<file path="src/include/thermal_alarm_pkg.sv">
// Operation
// - Overheat channel mask bits 5,4,3,0 keep channels 6,5,4,1 off the overheat output.
// - Warning flag status bit 6 sets when local temperature exceeds its warning limit.
// - Warning flag status bits 5..0 set when remotes 6..1 exceed their warning limits.
// - Series-resistance cancellation applies to channel 1 only, when config-1 bit 3 is set.
// - Cancellation lengthens the channel-1 conversion by 125 ms.
// - Open or supply-tied remote diodes report a fault and are skipped in sequence.
// - Reading status 2 alone clears overheat flags; the overheat output stays.
// - An alarm condition ends only below the limit minus 4 degrees C.
// - A warning cleared while its condition persists returns at that channel's next conversion end.
package thermal_alarm_pkg;

  localparam int NUM_CH = 7;
  localparam logic [2:0] CH_LOCAL = 3'h0;
  localparam logic [2:0] CH_REMOTE1 = 3'h1;

  localparam logic [7:0] ADDR_CONFIG1 = 8'h41;
  localparam logic [7:0] ADDR_CONFIG2 = 8'h42;
  localparam logic [7:0] ADDR_CONFIG3 = 8'h43;
  localparam logic [7:0] ADDR_STATUS1 = 8'h44;
  localparam logic [7:0] ADDR_STATUS2 = 8'h45;
  localparam logic [7:0] ADDR_STATUS3 = 8'h46;

  localparam logic [7:0] REG_RESET = 8'h00;
  localparam logic [7:0] CONFIG1_WMASK = 8'hB8;
  localparam logic [7:0] CONFIG2_WMASK = 8'h7F;
  localparam logic [7:0] OVERHEAT_CH_MASK = 8'h39;
  localparam int CFG1_STOP_BIT = 7;
  localparam int CFG1_POR_BIT = 6;
  localparam int CFG1_CANCEL_BIT = 3;

  localparam int TEMP_W = 8;
  localparam logic signed [TEMP_W:0] HYSTERESIS_DEGC = 9'sh004;

  localparam int CLK_MHZ = 200;
  localparam int CANCEL_EXTRA_MS = 125;
  localparam int CANCEL_EXTRA_CYCLES = CANCEL_EXTRA_MS * CLK_MHZ * 1000;
  localparam int BASE_CONV_CYCLES = 1000;

  typedef enum logic {SEQ_IDLE, SEQ_CONV} seq_e;

endpackage

</file>
<file path="src/hdl/conv_timer.sv">
`timescale 1ns/1ps
`default_nettype none
module conv_timer
  import thermal_alarm_pkg::*;
#(
  parameter int BASE_CYCLES = BASE_CONV_CYCLES,
  parameter int EXTRA_CYCLES = CANCEL_EXTRA_CYCLES
) (
  // Clock and reset
  input wire logic clk_sys,
  input wire logic reset_n,
  // Control
  input wire logic start,
  input wire logic long_conv,
  // Result
  output logic done
);

  logic [31:0] count_r;
  logic busy_r;

  always_ff @(posedge clk_sys) begin
    if (!reset_n) begin
      count_r <= 32'h0;
      busy_r <= 1'b0;
      done <= 1'b0;
    end else begin
      done <= 1'b0;
      if (start) begin
        busy_r <= 1'b1;
        count_r <= long_conv ? 32'(BASE_CYCLES + EXTRA_CYCLES - 1) : 32'(BASE_CYCLES - 1);
      end else if (busy_r) begin
        if (count_r == 32'h0) begin
          busy_r <= 1'b0;
          done <= 1'b1;
        end else begin
          count_r <= count_r - 32'h1;
        end
      end
    end
  end

endmodule
`default_nettype wire

</file>
<file path="src/hdl/thermal_alarm_status_mask.sv">
`timescale 1ns/1ps
`default_nettype none
module thermal_alarm_status_mask
  import thermal_alarm_pkg::*;
#(
  parameter int BASE_CYCLES = BASE_CONV_CYCLES,
  parameter int EXTRA_CYCLES = CANCEL_EXTRA_CYCLES
) (
  // Clock and reset
  input wire logic clk_sys,
  input wire logic reset_n,
  // Register port from the bus engine
  input wire logic [7:0] reg_addr,
  input wire logic reg_wr,
  input wire logic reg_rd,
  input wire logic [7:0] reg_wdata,
  output logic [7:0] reg_rdata,
  // Conversion engine
  output logic conv_start,
  output logic [2:0] conv_chan,
  output logic conv_cancel,
  input wire logic [7:0] meas_temp,
  input wire logic meas_fault,
  // Thresholds, one byte per channel
  input wire logic [55:0] warn_limits,
  input wire logic [47:0] overheat_limits,
  // Open-drain alarm pins, active low
  output logic warning_alarm_o,
  output logic warning_alarm_oe,
  output logic overheat_shutdown_output_o,
  output logic overheat_shutdown_output_oe
);

  logic [7:0] config1_r;
  logic [7:0] config2_r;
  logic [7:0] overheat_channel_mask_r;
  logic por_req_r;
  logic soft_rst;
  seq_e seq_r;
  logic [2:0] cur_ch_r;
  logic [6:0] fault_r;
  logic [6:0] warn_cond_r;
  logic [6:0] warn_flag_r;
  logic [5:0] ovh_cond;
  logic [5:0] ovh_flag;
  logic [7:0] warning_flag_status;
  logic [7:0] overheat_status;
  logic [7:0] fault_status;
  logic conv_done;
  logic sample;
  logic rd_status1;
  logic rd_status2;
  logic [2:0] next_ch;

  // The self-clearing power-on bit returns every register here to its reset state.
  assign soft_rst = !reset_n || por_req_r;
  assign rd_status1 = reg_rd && (reg_addr == ADDR_STATUS1);
  assign rd_status2 = reg_rd && (reg_addr == ADDR_STATUS2);
  assign sample = conv_done && (seq_r == SEQ_CONV);

  always_ff @(posedge clk_sys) begin
    if (!reset_n) begin
      por_req_r <= 1'b0;
    end else begin
      por_req_r <= reg_wr && (reg_addr == ADDR_CONFIG1) && reg_wdata[CFG1_POR_BIT];
    end
  end

  always_ff @(posedge clk_sys) begin
    if (soft_rst) begin
      config1_r <= REG_RESET;
      config2_r <= REG_RESET;
      overheat_channel_mask_r <= REG_RESET;
    end else if (reg_wr) begin
      unique case (reg_addr)
        ADDR_CONFIG1: config1_r <= reg_wdata & CONFIG1_WMASK;
        ADDR_CONFIG2: config2_r <= reg_wdata & CONFIG2_WMASK;
        ADDR_CONFIG3: overheat_channel_mask_r <= reg_wdata & OVERHEAT_CH_MASK;
        default: ;
      endcase
    end
  end

  // Next channel after the current one, skipping remotes that showed a diode fault.
  function automatic logic [2:0] pick_next(input logic [2:0] cur, input logic [6:0] skip);
    int k;
    int cand;
    logic found;
    logic [2:0] res;
    res = CH_LOCAL;
    found = 1'b0;
    for (k = 1; k <= NUM_CH; k++) begin
      cand = (int'(cur) + k) % NUM_CH;
      if (!found && !skip[cand]) begin
        res = 3'(cand);
        found = 1'b1;
      end
    end
    return res;
  endfunction

  assign next_ch = pick_next(cur_ch_r, fault_r);

  // Standby only takes effect between conversions so a result is never cut short.
  always_ff @(posedge clk_sys) begin
    if (soft_rst) begin
      seq_r <= SEQ_IDLE;
      cur_ch_r <= CH_LOCAL;
      conv_start <= 1'b0;
      conv_chan <= CH_LOCAL;
      conv_cancel <= 1'b0;
    end else begin
      conv_start <= 1'b0;
      unique case (seq_r)
        SEQ_IDLE: begin
          if (!config1_r[CFG1_STOP_BIT]) begin
            seq_r <= SEQ_CONV;
            conv_start <= 1'b1;
            conv_chan <= cur_ch_r;
            conv_cancel <= (cur_ch_r == CH_REMOTE1) && config1_r[CFG1_CANCEL_BIT];
          end
        end
        SEQ_CONV: begin
          if (conv_done) begin
            seq_r <= SEQ_IDLE;
            cur_ch_r <= next_ch;
          end
        end
      endcase
    end
  end

  conv_timer #(
    .BASE_CYCLES(BASE_CYCLES),
    .EXTRA_CYCLES(EXTRA_CYCLES)
  ) u_conv_timer (
    .clk_sys(clk_sys),
    .reset_n(!soft_rst),
    .start(conv_start),
    .long_conv(conv_cancel),
    .done(conv_done)
  );

  // Fault bits stay set until reset, so a skipped channel is not retried.
  always_ff @(posedge clk_sys) begin
    if (soft_rst) begin
      fault_r <= 7'h00;
    end else if (sample && meas_fault && (cur_ch_r != CH_LOCAL)) begin
      fault_r[cur_ch_r] <= 1'b1;
    end
  end

  genvar gi;
  generate
    for (gi = 0; gi < NUM_CH; gi++) begin : g_warn
      logic signed [TEMP_W:0] lim;
      logic signed [TEMP_W:0] tmp;
      logic hit;
      logic above;
      logic below;
      // Both sides are sign-extended by one bit so the limit minus hysteresis cannot wrap.
      assign lim = {warn_limits[gi*TEMP_W + TEMP_W - 1], warn_limits[gi*TEMP_W +: TEMP_W]};
      assign tmp = {meas_temp[TEMP_W-1], meas_temp};
      assign hit = sample && !meas_fault && (cur_ch_r == 3'(gi));
      assign above = $signed(meas_temp) > $signed(lim[TEMP_W-1:0]);
      assign below = $signed(tmp) < $signed(lim) - HYSTERESIS_DEGC;
      always_ff @(posedge clk_sys) begin
        if (soft_rst) begin
          warn_cond_r[gi] <= 1'b0;
        end else if (hit) begin
          if (above) begin
            warn_cond_r[gi] <= 1'b1;
          end else if (below) begin
            warn_cond_r[gi] <= 1'b0;
          end
        end
      end
      // A set at conversion end wins over a read that clears in the same cycle.
      always_ff @(posedge clk_sys) begin
        if (soft_rst) begin
          warn_flag_r[gi] <= 1'b0;
        end else if (hit && (above || (warn_cond_r[gi] && !below))) begin
          warn_flag_r[gi] <= 1'b1;
        end else if (rd_status1) begin
          warn_flag_r[gi] <= 1'b0;
        end
      end
    end

    for (gi = 1; gi < NUM_CH; gi++) begin : g_ovh
      if (OVERHEAT_CH_MASK[gi-1]) begin : g_on
        logic signed [TEMP_W:0] lim;
        logic signed [TEMP_W:0] tmp;
        logic hit;
        logic above;
        logic below;
        logic cond_r;
        logic flag_r;
        assign lim = {overheat_limits[(gi-1)*TEMP_W + TEMP_W - 1],
                      overheat_limits[(gi-1)*TEMP_W +: TEMP_W]};
        assign tmp = {meas_temp[TEMP_W-1], meas_temp};
        assign hit = sample && !meas_fault && (cur_ch_r == 3'(gi));
        assign above = $signed(meas_temp) > $signed(lim[TEMP_W-1:0]);
        assign below = $signed(tmp) < $signed(lim) - HYSTERESIS_DEGC;
        always_ff @(posedge clk_sys) begin
          if (soft_rst) begin
            cond_r <= 1'b0;
          end else if (hit && above) begin
            cond_r <= 1'b1;
          end else if (hit && below) begin
            cond_r <= 1'b0;
          end
        end
        always_ff @(posedge clk_sys) begin
          if (soft_rst) begin
            flag_r <= 1'b0;
          end else if (hit && (above || (cond_r && !below))) begin
            flag_r <= 1'b1;
          end else if (rd_status2) begin
            flag_r <= 1'b0;
          end
        end
        assign ovh_cond[gi-1] = cond_r;
        assign ovh_flag[gi-1] = flag_r;
      end else begin : g_off
        assign ovh_cond[gi-1] = 1'b0;
        assign ovh_flag[gi-1] = 1'b0;
      end
    end
  endgenerate

  assign warning_flag_status = {1'b0, warn_flag_r[CH_LOCAL], warn_flag_r[6:1]};
  assign overheat_status = {2'b00, ovh_flag};
  assign fault_status = {1'b0, fault_r[6:1], 1'b0};

  always_ff @(posedge clk_sys) begin
    if (soft_rst) begin
      reg_rdata <= REG_RESET;
    end else if (reg_rd) begin
      unique case (reg_addr)
        ADDR_CONFIG1: reg_rdata <= config1_r;
        ADDR_CONFIG2: reg_rdata <= config2_r;
        ADDR_CONFIG3: reg_rdata <= overheat_channel_mask_r;
        ADDR_STATUS1: reg_rdata <= warning_flag_status;
        ADDR_STATUS2: reg_rdata <= overheat_status;
        ADDR_STATUS3: reg_rdata <= fault_status;
        default: reg_rdata <= REG_RESET;
      endcase
    end
  end

  // Both pins only ever pull low; the enable carries the alarm.
  always_ff @(posedge clk_sys) begin
    if (soft_rst) begin
      warning_alarm_o <= 1'b0;
      warning_alarm_oe <= 1'b0;
      overheat_shutdown_output_o <= 1'b0;
      overheat_shutdown_output_oe <= 1'b0;
    end else begin
      warning_alarm_o <= 1'b0;
      overheat_shutdown_output_o <= 1'b0;
      warning_alarm_oe <= |(warning_flag_status & ~config2_r);
      // Driven from the condition, not the flags, so a status read leaves it set.
      overheat_shutdown_output_oe <= |(ovh_cond & ~overheat_channel_mask_r[5:0]);
    end
  end

endmodule
`default_nettype wire

</file>
<file path="config.mk">
export PLATFORM = sky130hd
export DESIGN_NAME = thermal_alarm_status_mask
export DESIGN_NICKNAME = d
export VERILOG_FILES = /design/src/include/thermal_alarm_pkg.sv /design/src/hdl/conv_timer.sv /design/src/hdl/thermal_alarm_status_mask.sv
export SDC_FILE = /design/constraint.sdc
export NUM_CORES = 1
export LEC_CHECK = 0
export BUFFER_PORTS_ARGS = -buffer_cell sky130_fd_sc_hd__buf_2
export CORE_MARGIN = 2
export CORE_UTILIZATION = 65
export CTS_BUF_LIST = sky130_fd_sc_hd__clkbuf_8 sky130_fd_sc_hd__clkbuf_16
export CTS_CLUSTER_SIZE = 40
export DETAILED_ROUTE_END_ITERATION = 7
export PLACE_DENSITY = 0.88
export SETUP_SLACK_MARGIN = 0.2
export SLEW_MARGIN = 20
export SYNTH_ARGS = -nofsm -noshare
export SYNTH_HDL_FRONTEND = slang
export SYNTH_HIERARCHICAL = 1
export SYNTH_SLANG_ARGS = --single-unit
</file>
<file path="constraint.sdc">
create_clock -name clk_sys -period 13.8 [get_ports clk_sys]
set_input_delay 2.07 -clock clk_sys [delete_from_list [all_inputs] [get_ports clk_sys]]
set_output_delay 2.07 -clock clk_sys [all_outputs]
set_load 0.02 [all_outputs]
</file>
==> flow_summary.yaml, run 1 <==
logic_synthesis:
  yosys_warnings: 6
  synth-simple-area-share_pct: 20.6
  synth_fa_ha_area_share_pct: 21.9
  yosysSeqAreaShare_pct: 17.0
  syn_avg_cell_area_um2: 7.88
  synth_top_area_share_pct: 21.9
  yosys_most_used_dff: "dfxtp_1"
  synth_cells: 1461
  synth_cell_types: 95
  yosys.area_share.xor_xnor_pct: 5.10
  muxShareOfSynthArea_pct: 4.12
  synth.most_common_cell: "ha_1"
  synth_edf_count: 0
  synth_common_cells: "202 x ha_1, 122 x inv_1, 98 x dfxtp_1"
  synth_seq_cells: 98
  synth_async_sr_flop_share_pct: 0
  syn-cell-area_um2: 11500
  synth_compound_area_share_pct: 24.7
  synth_area_leaders: "ha_1 22%, dfxtp_1 17%, xnor2_1 5.1%"
  synth_top_area_cell: "ha_1"
  synth_top_family_by_area: "compound AO/OA/AOI/OAI gates"
placement:
  gp_congestion: 0.957
  placed_cells: 1763
  dp_hpwl_um: 22500
  port_buffers: 131
clock_tree:
  cts_max_level: 3
  clockBufferDepth: 2
  tritoncts: "built"
  cts_resized: 0
  cts-root-buf: "clkbuf_16"
  holdBufCountCts: 0
  cts_made_buffers: 9
  clock_sinks: 98
  clk_latency_ns: 0.35
  postCtsSetupBuffers: 0
  clk_pin_slew_worst_paths_ns: 0.08
sta:
  fmax_mhz: 177
  fin_setup_tns_ns: 0
  hold_viol_final: 0
  whs_ns: 0.464
  worst_pin_slew_ns: 1.06
  setup_violations: 0
  rsz0062_at_grt: "false"
  post-route-period-util_pct: 41.0
  finClkSkew_ns: 0.00899
  fin_crit_ns: 5.65
  slew_headroom_pct: 29.4
  drv_slew: 0
global_routing:
  grt_pass1_wl_um: 49100
  grt_antenna_before_repair: 0
  grt_max_degree: 51
  grt_pass1_vias: 10683
  overflow: 0
  track_usage_pct: 31.5
power_and_ir_drop:
  p_leak_nw: 5.48
  worst_ir_drop_vdd_mv: 0.0619
  p_per_area_nw_per_um2: 74.2
worst_setup_path:
  cp_max_fo: 16
  reg2reg_slack_ns: 8.15
  timing.rr.end: "cur_ch_r[0]"
  path_cells: "inv_1 > ha_1 > clkinv_1 > ha_1 > ha_1 > mux2i_1 > a21o_1 > nand2_1 > o311ai_0 > nor3_1 > or3_4 > and4bb_4 > nand4_4 > a2bb2oi_1 > o22ai_2"
  crit_path_max_incr_delay_ns: 0.78
  worstRegToRegCells: 15
  path_class: "reg -> reg"
  rr_startpoint: "cur_ch_r[1]"
  cp_top_family: "adder cells"
  critPathBufInv: 2
  endpoint_kind: "flip-flop"
  required_ns: 14.08
  cp.arrival_ns: 5.93
  crit_path_start_kind: "flip-flop"
  slowest_stage: "ha_1"
  cpMostUsedCell: "ha_1"
floorplan:
  fp.dieH_um: 137
  ios: 150
  coreArea_um2: 17300
  rows: 48
  die_w_um: 137
  die_area_um2: 18800
  start_util_pct: 66.6
final_layout:
  instances_no_fill: 1779
  utilization_pct: 72.3
  fin_nets: 1884
  multi_input_area_um2: 8820
  seqCellArea_um2: 1960
  diodes: 0
  nFillCells: 1342
  drive_gt1_share_pct: 12.7
  syn_to_final_growth_pct: 8.62
status:
  outcome: "finished clean"
worst_hold_path:
  min_from: "config1_r[5]"
  hold_path.class: "reg -> reg"
  holdPathEnd: "config1_r[5]"
  whs_path_depth: 2
detailed_routing:
  vias_per_cell: 6.40
  wl_met2_um: 14700
  vias: 11383
  dr.pass1.iters: 6
  drc: 0
  wl_per_cell_um: 16.9
  totalWireLength_um: 30000
  drt_iter0_markers: 951
  ant_nets: 0
  wl_met3_um: 2270
  met1_length_um: 12400
  highest_layer: "met4"
job:
  drv_cap: 0
-- tightest hold or removal path, cell delays in order, from the launching register on --
cell and delay (ns):
dfxtp_1 0.31, nand2_1 0.05, a21oi_1 0.06
-- worst max-delay path by stage --
stage / start / to / slack (ns) / cells past startpoint
floorplan: cur_ch_r[0] / cur_ch_r[2] / 9.29 / 19
global placement: cur_ch_r[1] / cur_ch_r[0] / 8.40 / 15
detailed placement: cur_ch_r[1] / cur_ch_r[0] / 8.26 / 15
CTS: cur_ch_r[1] / cur_ch_r[0] / 8.23 / 15
global route: cur_ch_r[1] / cur_ch_r[2] / 7.72 / 15
finish: cur_ch_r[1] / cur_ch_r[0] / 8.15 / 15
-- per-stage QoR --
| stage | area (um2) | worst slack, ns | power (mW) |
|---|---|---|---|
| after floorplan | 11500 | 9.29 | 0.584 |
| after global placement | 12200 | 8.40 | 0.665 |
| after detailed placement | 12200 | 8.26 | 0.681 |
| after CTS | 12500 | 8.23 | 0.922 |
| after global routing | 12500 | 7.72 | 0.985 |
| final | 12500 | 8.15 | 0.927 |
-- final cells by class --
| class | instances | area share, % |
|---|---|---|
| multi-input combinational | 1179 | 70.5 |
| sequential | 98 | 15.7 |
| timing repair buffer | 135 | 5.48 |
| inverter | 126 | 3.78 |
| tap | 225 | 2.25 |
| clock buffer | 9 | 1.80 |
| clock inverter | 7 | 0.480 |
-- kinds of logic after synthesis --
| family | count (synthesis) |
|---|---|
| flops | 98 |
| mux | 45 |
| compound gates | 420 |
| simple gates | 443 |
| fa+ha+maj | 202 |
| buf+inv | 185 |
| xor+xnor | 67 |
| other cells | 1 |
-- sequential cells by signal, indices dropped and copies added, names as in the netlist, 3 cells and up --
signal                   flops
config1_r                    4
config2_r                    7
conv_chan                    3
cur_ch_r                     3
fault_r                      7
g_ovh.g_on.cond_r            4
g_ovh.g_on.flag_r            4
overheat_channel_mask_r      4
reg_rdata                    8
u_conv_timer/count_r        32
warn_cond_r                  7
warn_flag_r                  7
-- placed cells by master (no fill, tap or decap), drive strengths merged, types with 33 or more instances in the layout --
cell type,Yosys,final
nor3,33,33
nor2,76,76
inv,124,127
ha,202,202
nand3,79,79
xnor2,67,67
o21a,70,70
dfxtp,98,98
mux2i,38,38
nand2b,46,46
o21ai,80,80
buf,19,135
nand2,93,93
a21oi,91,91
-- routing by layer --
metal  vias up  track usage [%]
li1       5552                -
met1      5249             39.1
met2       508             56.8
met3        74             4.00
met4         0             8.82
met5         -                0
-- power by group --
group	internal (mW)	switching, mW
Combinational	0.158	0.230
Clock	0.125	0.119
Sequential	0.289	0.00640
Power figures use the tool's default switching activity.
==> run 2, diff against run 1 <==
--- a/config.mk
+++ b/config.mk
@@ -5,13 +5,14 @@
 export SDC_FILE = /design/constraint.sdc
 export NUM_CORES = 1
 export LEC_CHECK = 0
+export ABC_AREA = 1
 export BUFFER_PORTS_ARGS = -buffer_cell sky130_fd_sc_hd__buf_2
 export CORE_MARGIN = 2
-export CORE_UTILIZATION = 65
+export CORE_UTILIZATION = 55
 export CTS_BUF_LIST = sky130_fd_sc_hd__clkbuf_8 sky130_fd_sc_hd__clkbuf_16
 export CTS_CLUSTER_SIZE = 40
 export DETAILED_ROUTE_END_ITERATION = 7
-export PLACE_DENSITY = 0.88
+export PLACE_DENSITY = 0.8
 export SETUP_SLACK_MARGIN = 0.2
 export SLEW_MARGIN = 20
 export SYNTH_ARGS = -nofsm -noshare
==> constraint.sdc (replaced) <==
create_clock -name clk_sys -period 5 [get_ports clk_sys]
set_input_delay 0.75 -clock clk_sys [delete_from_list [all_inputs] [get_ports clk_sys]]
set_output_delay 0.75 -clock clk_sys [all_outputs]
set_load 0.02 [all_outputs]
==> run 2 against run 1 <==
  * Die area grew 18%
  * Combinational power grew to 2.6 times the previous value
  * Sequential share of layout area shrank 0.32 points
==> flow_summary.yaml, run 2 <==
status:
  outcome: "finished clean"
logic_synthesis:
  yosys_warnings: 6
  synth_edf_count: 0
  synth_top_area_share_pct: 21.9
  synth.most_common_cell: "inv_1"
  synth-simple-area-share_pct: 28.7
  synth_cell_types: 55
  muxShareOfSynthArea_pct: 0
  synth_top_area_cell: "ha_1"
  synth_async_sr_flop_share_pct: 0
  synth_common_cells: "275 x inv_1, 274 x nand2_1, 202 x ha_1"
  synth_fa_ha_area_share_pct: 21.9
  yosys.area_share.xor_xnor_pct: 4.62
  syn-cell-area_um2: 11500
  synth_seq_cells: 98
  synth_cells: 1703
  syn_avg_cell_area_um2: 6.77
  synth_top_family_by_area: "simple AND/OR/NAND/NOR gates"
  synth_area_leaders: "ha_1 22%, dfxtp_1 17%, inv_1 9.0%"
  yosys_most_used_dff: "dfxtp_1"
  yosysSeqAreaShare_pct: 17.0
  synth_compound_area_share_pct: 17.2
sta:
  finClkSkew_ns: 0.0102
  setup_violations: 0
  fin_setup_tns_ns: 0
  hold_viol_final: 0
  drv_slew: 0
  fmax_mhz: 255
  post-route-period-util_pct: 78.6
  slew_headroom_pct: 38.9
  rsz0062_at_grt: "false"
  fin_crit_ns: 3.93
  worst_pin_slew_ns: 0.916
worst_setup_path:
  rr_startpoint: "cur_ch_r[2]"
  slowest_stage: "dfxtp_1"
  timing.rr.end: "cur_ch_r[0]"
  crit_path_start_kind: "flip-flop"
  endpoint_kind: "flip-flop"
  critPathBufInv: 3
  cp.arrival_ns: 4.14
  cp_top_family: "simple AND/OR/NAND/NOR gates"
  required_ns: 5.22
  path_cells: "inv_1 > ha_1 > inv_1 > ha_1 > ha_1 > nor2_4 > nand3_4 > o21ai_4 > nand3_2 > nand3_1 > nand3_1 > nand3_2 > nand3_4 > nor2_8 > nand3_4 > inv_2 > nand2_1 > nor2_1 > nor2_1 > nand2_1 > a21oi_2"
  cp_max_fo: 10
  worstRegToRegCells: 21
  reg2reg_slack_ns: 1.07
  path_class: "reg -> reg"
  crit_path_max_incr_delay_ns: 0.60
clock_tree:
  cts_resized: 0
  clock_sinks: 98
  clk_latency_ns: 0.37
  postCtsSetupBuffers: 0
  holdBufCountCts: 0
  cts_made_buffers: 9
  cts_max_level: 3
  cts-root-buf: "clkbuf_16"
  clk_pin_slew_worst_paths_ns: 0.07
  clockBufferDepth: 2
  tritoncts: "built"
floorplan:
  rows: 52
  die_w_um: 149
  start_util_pct: 56.4
  ios: 150
  coreArea_um2: 20400
  die_area_um2: 22100
  fp.dieH_um: 149
final_layout:
  layout_common_cells: "275 x inv_1, 274 x nand2_1, 202 x ha_1, 163 x nand3_1"
  syn_to_final_growth_pct: 10.8
  largest-register: "u_conv_timer/count_r"
  reg.largest.list: "u_conv_timer/count_r (32), reg_rdata (8)"
  final_common_cell: "inv_1"
  largest_reg_flops: 32
  fin_nets: 2163
  drive_gt1_share_pct: 13.7
global_routing:
  track_usage_pct: 26.7
  grt_pass1_vias: 11012
  grtUsageMet1_pct: 34.9
  busiest_layer: "met2"
  grt_pass1_wl_um: 49600
  grt_antenna_before_repair: 3
  grt_max_degree: 36
  met3_usage_pct: 3.58
  grt_use_met2_pct: 46.5
  overflow: 0
placement:
  dp_hpwl_um: 23500
  port_buffers: 131
  gp_congestion: 0.906
power_and_ir_drop:
  power.total_mw: 2.61
  p_switching_mw: 1.01
  p_leak_nw: 6.61
  p_per_area_nw_per_um2: 204
  p_comb_share_pct: 38.2
  power_frac_seq_pct: 32.8
  worst_ir_drop_vdd_mv: 0.199
  swShare_pct: 38.8
  clockPowerShare_pct: 29.0
  intPower_mw: 1.59
detailed_routing:
  vias: 11640
  drt_iter0_markers: 668
  totalWireLength_um: 29500
  vias_per_cell: 5.53
  dr.pass1.iters: 5
  drc: 0
  wl_per_cell_um: 14.0
  ant_nets: 0
worst_hold_path:
  whs_path_depth: 1
  hold_path.class: "reg -> reg"
  holdPathEnd: "seq_r"
  min_from: "u_conv_timer/done"
job:
  drv_cap: 0
run 2: cell types whose count changed after synthesis, sizes merged, moves of 43 or more:
cell,delta
inv,+161
nand2,+218
nand2b,-46
nand3,+98
nor2,+67
o21a,-53
xnor2,-50
xor2,+43
run 2: final cells by class:
| type | instances | area (um2) |
|---|---|---|
| multi-input cells | 1295 | 8370 |
| fillers | 1882 | 7660 |
| flip-flops and latches | 98 | 1960 |
| inverters | 288 | 1080 |
| repair buffers | 136 | 693 |
| well taps | 270 | 338 |
| clock buffers | 9 | 225 |
| clock inverters | 7 | 91.3 |
| diodes | 3 | 7.51 |
run 2: worst max path at each step:
stage,start,slack (ns),cells after the start,end
2_1_floorplan,cur_ch_r[0],1.45,25,cur_ch_r[0]
3_3_place_gp,cur_ch_r[2],1.20,21,cur_ch_r[0]
3_5_place_dp,cur_ch_r[2],1.12,21,cur_ch_r[0]
4_1_cts,cur_ch_r[2],1.10,21,cur_ch_r[0]
5_1_grt,cur_ch_r[2],0.78,21,cur_ch_r[0]
6_report,cur_ch_r[2],1.07,21,cur_ch_r[0]
run 2: kinds of logic (layout without fill, tap and decap cells):
family | after synthesis | after routing
buffers and inverters | 311 | 440
AND/OR/NAND/NOR | 703 | 703
adder cells (fa/ha/maj) | 202 | 202
other | 1 | 5
AO/OA/AOI/OAI | 328 | 328
XOR/XNOR | 60 | 60
flip-flops | 98 | 98
run 2: power by group through the flow:
stage	logic [mW]	registers [mW]	clock network [mW]
after floorplan	0.737	0.866	0
after global placement	0.946	0.871	0
after detailed placement	0.982	0.872	0
after CTS	0.989	0.854	0.761
after global routing	1.13	0.860	0.789
final	0.995	0.855	0.756
run 2: layer usage:
| layer | up-vias | share of wire, % |
|---|---|---|
| met5 | - | 0.044 |
| met4 | 2 | 2.0 |
| met3 | 55 | 6.3 |
| met2 | 311 | 45 |
| met1 | 5310 | 46 |
| li1 | 5962 | - |
run 2: stage by stage:
stage	cell area [um2]	worst slack [ns]	cells	util [%]	hold WS, ns
3_3_place_gp	12400	1.20	2087	60.9	0.448
6_report	12800	1.07	2106	62.5	0.469
3_5_place_dp	12400	1.12	2087	60.9	0.458
2_1_floorplan	11500	1.45	1704	-	0.430
4_1_cts	12800	1.10	2103	62.5	0.469
5_1_grt	12800	0.781	2104	62.5	0.485
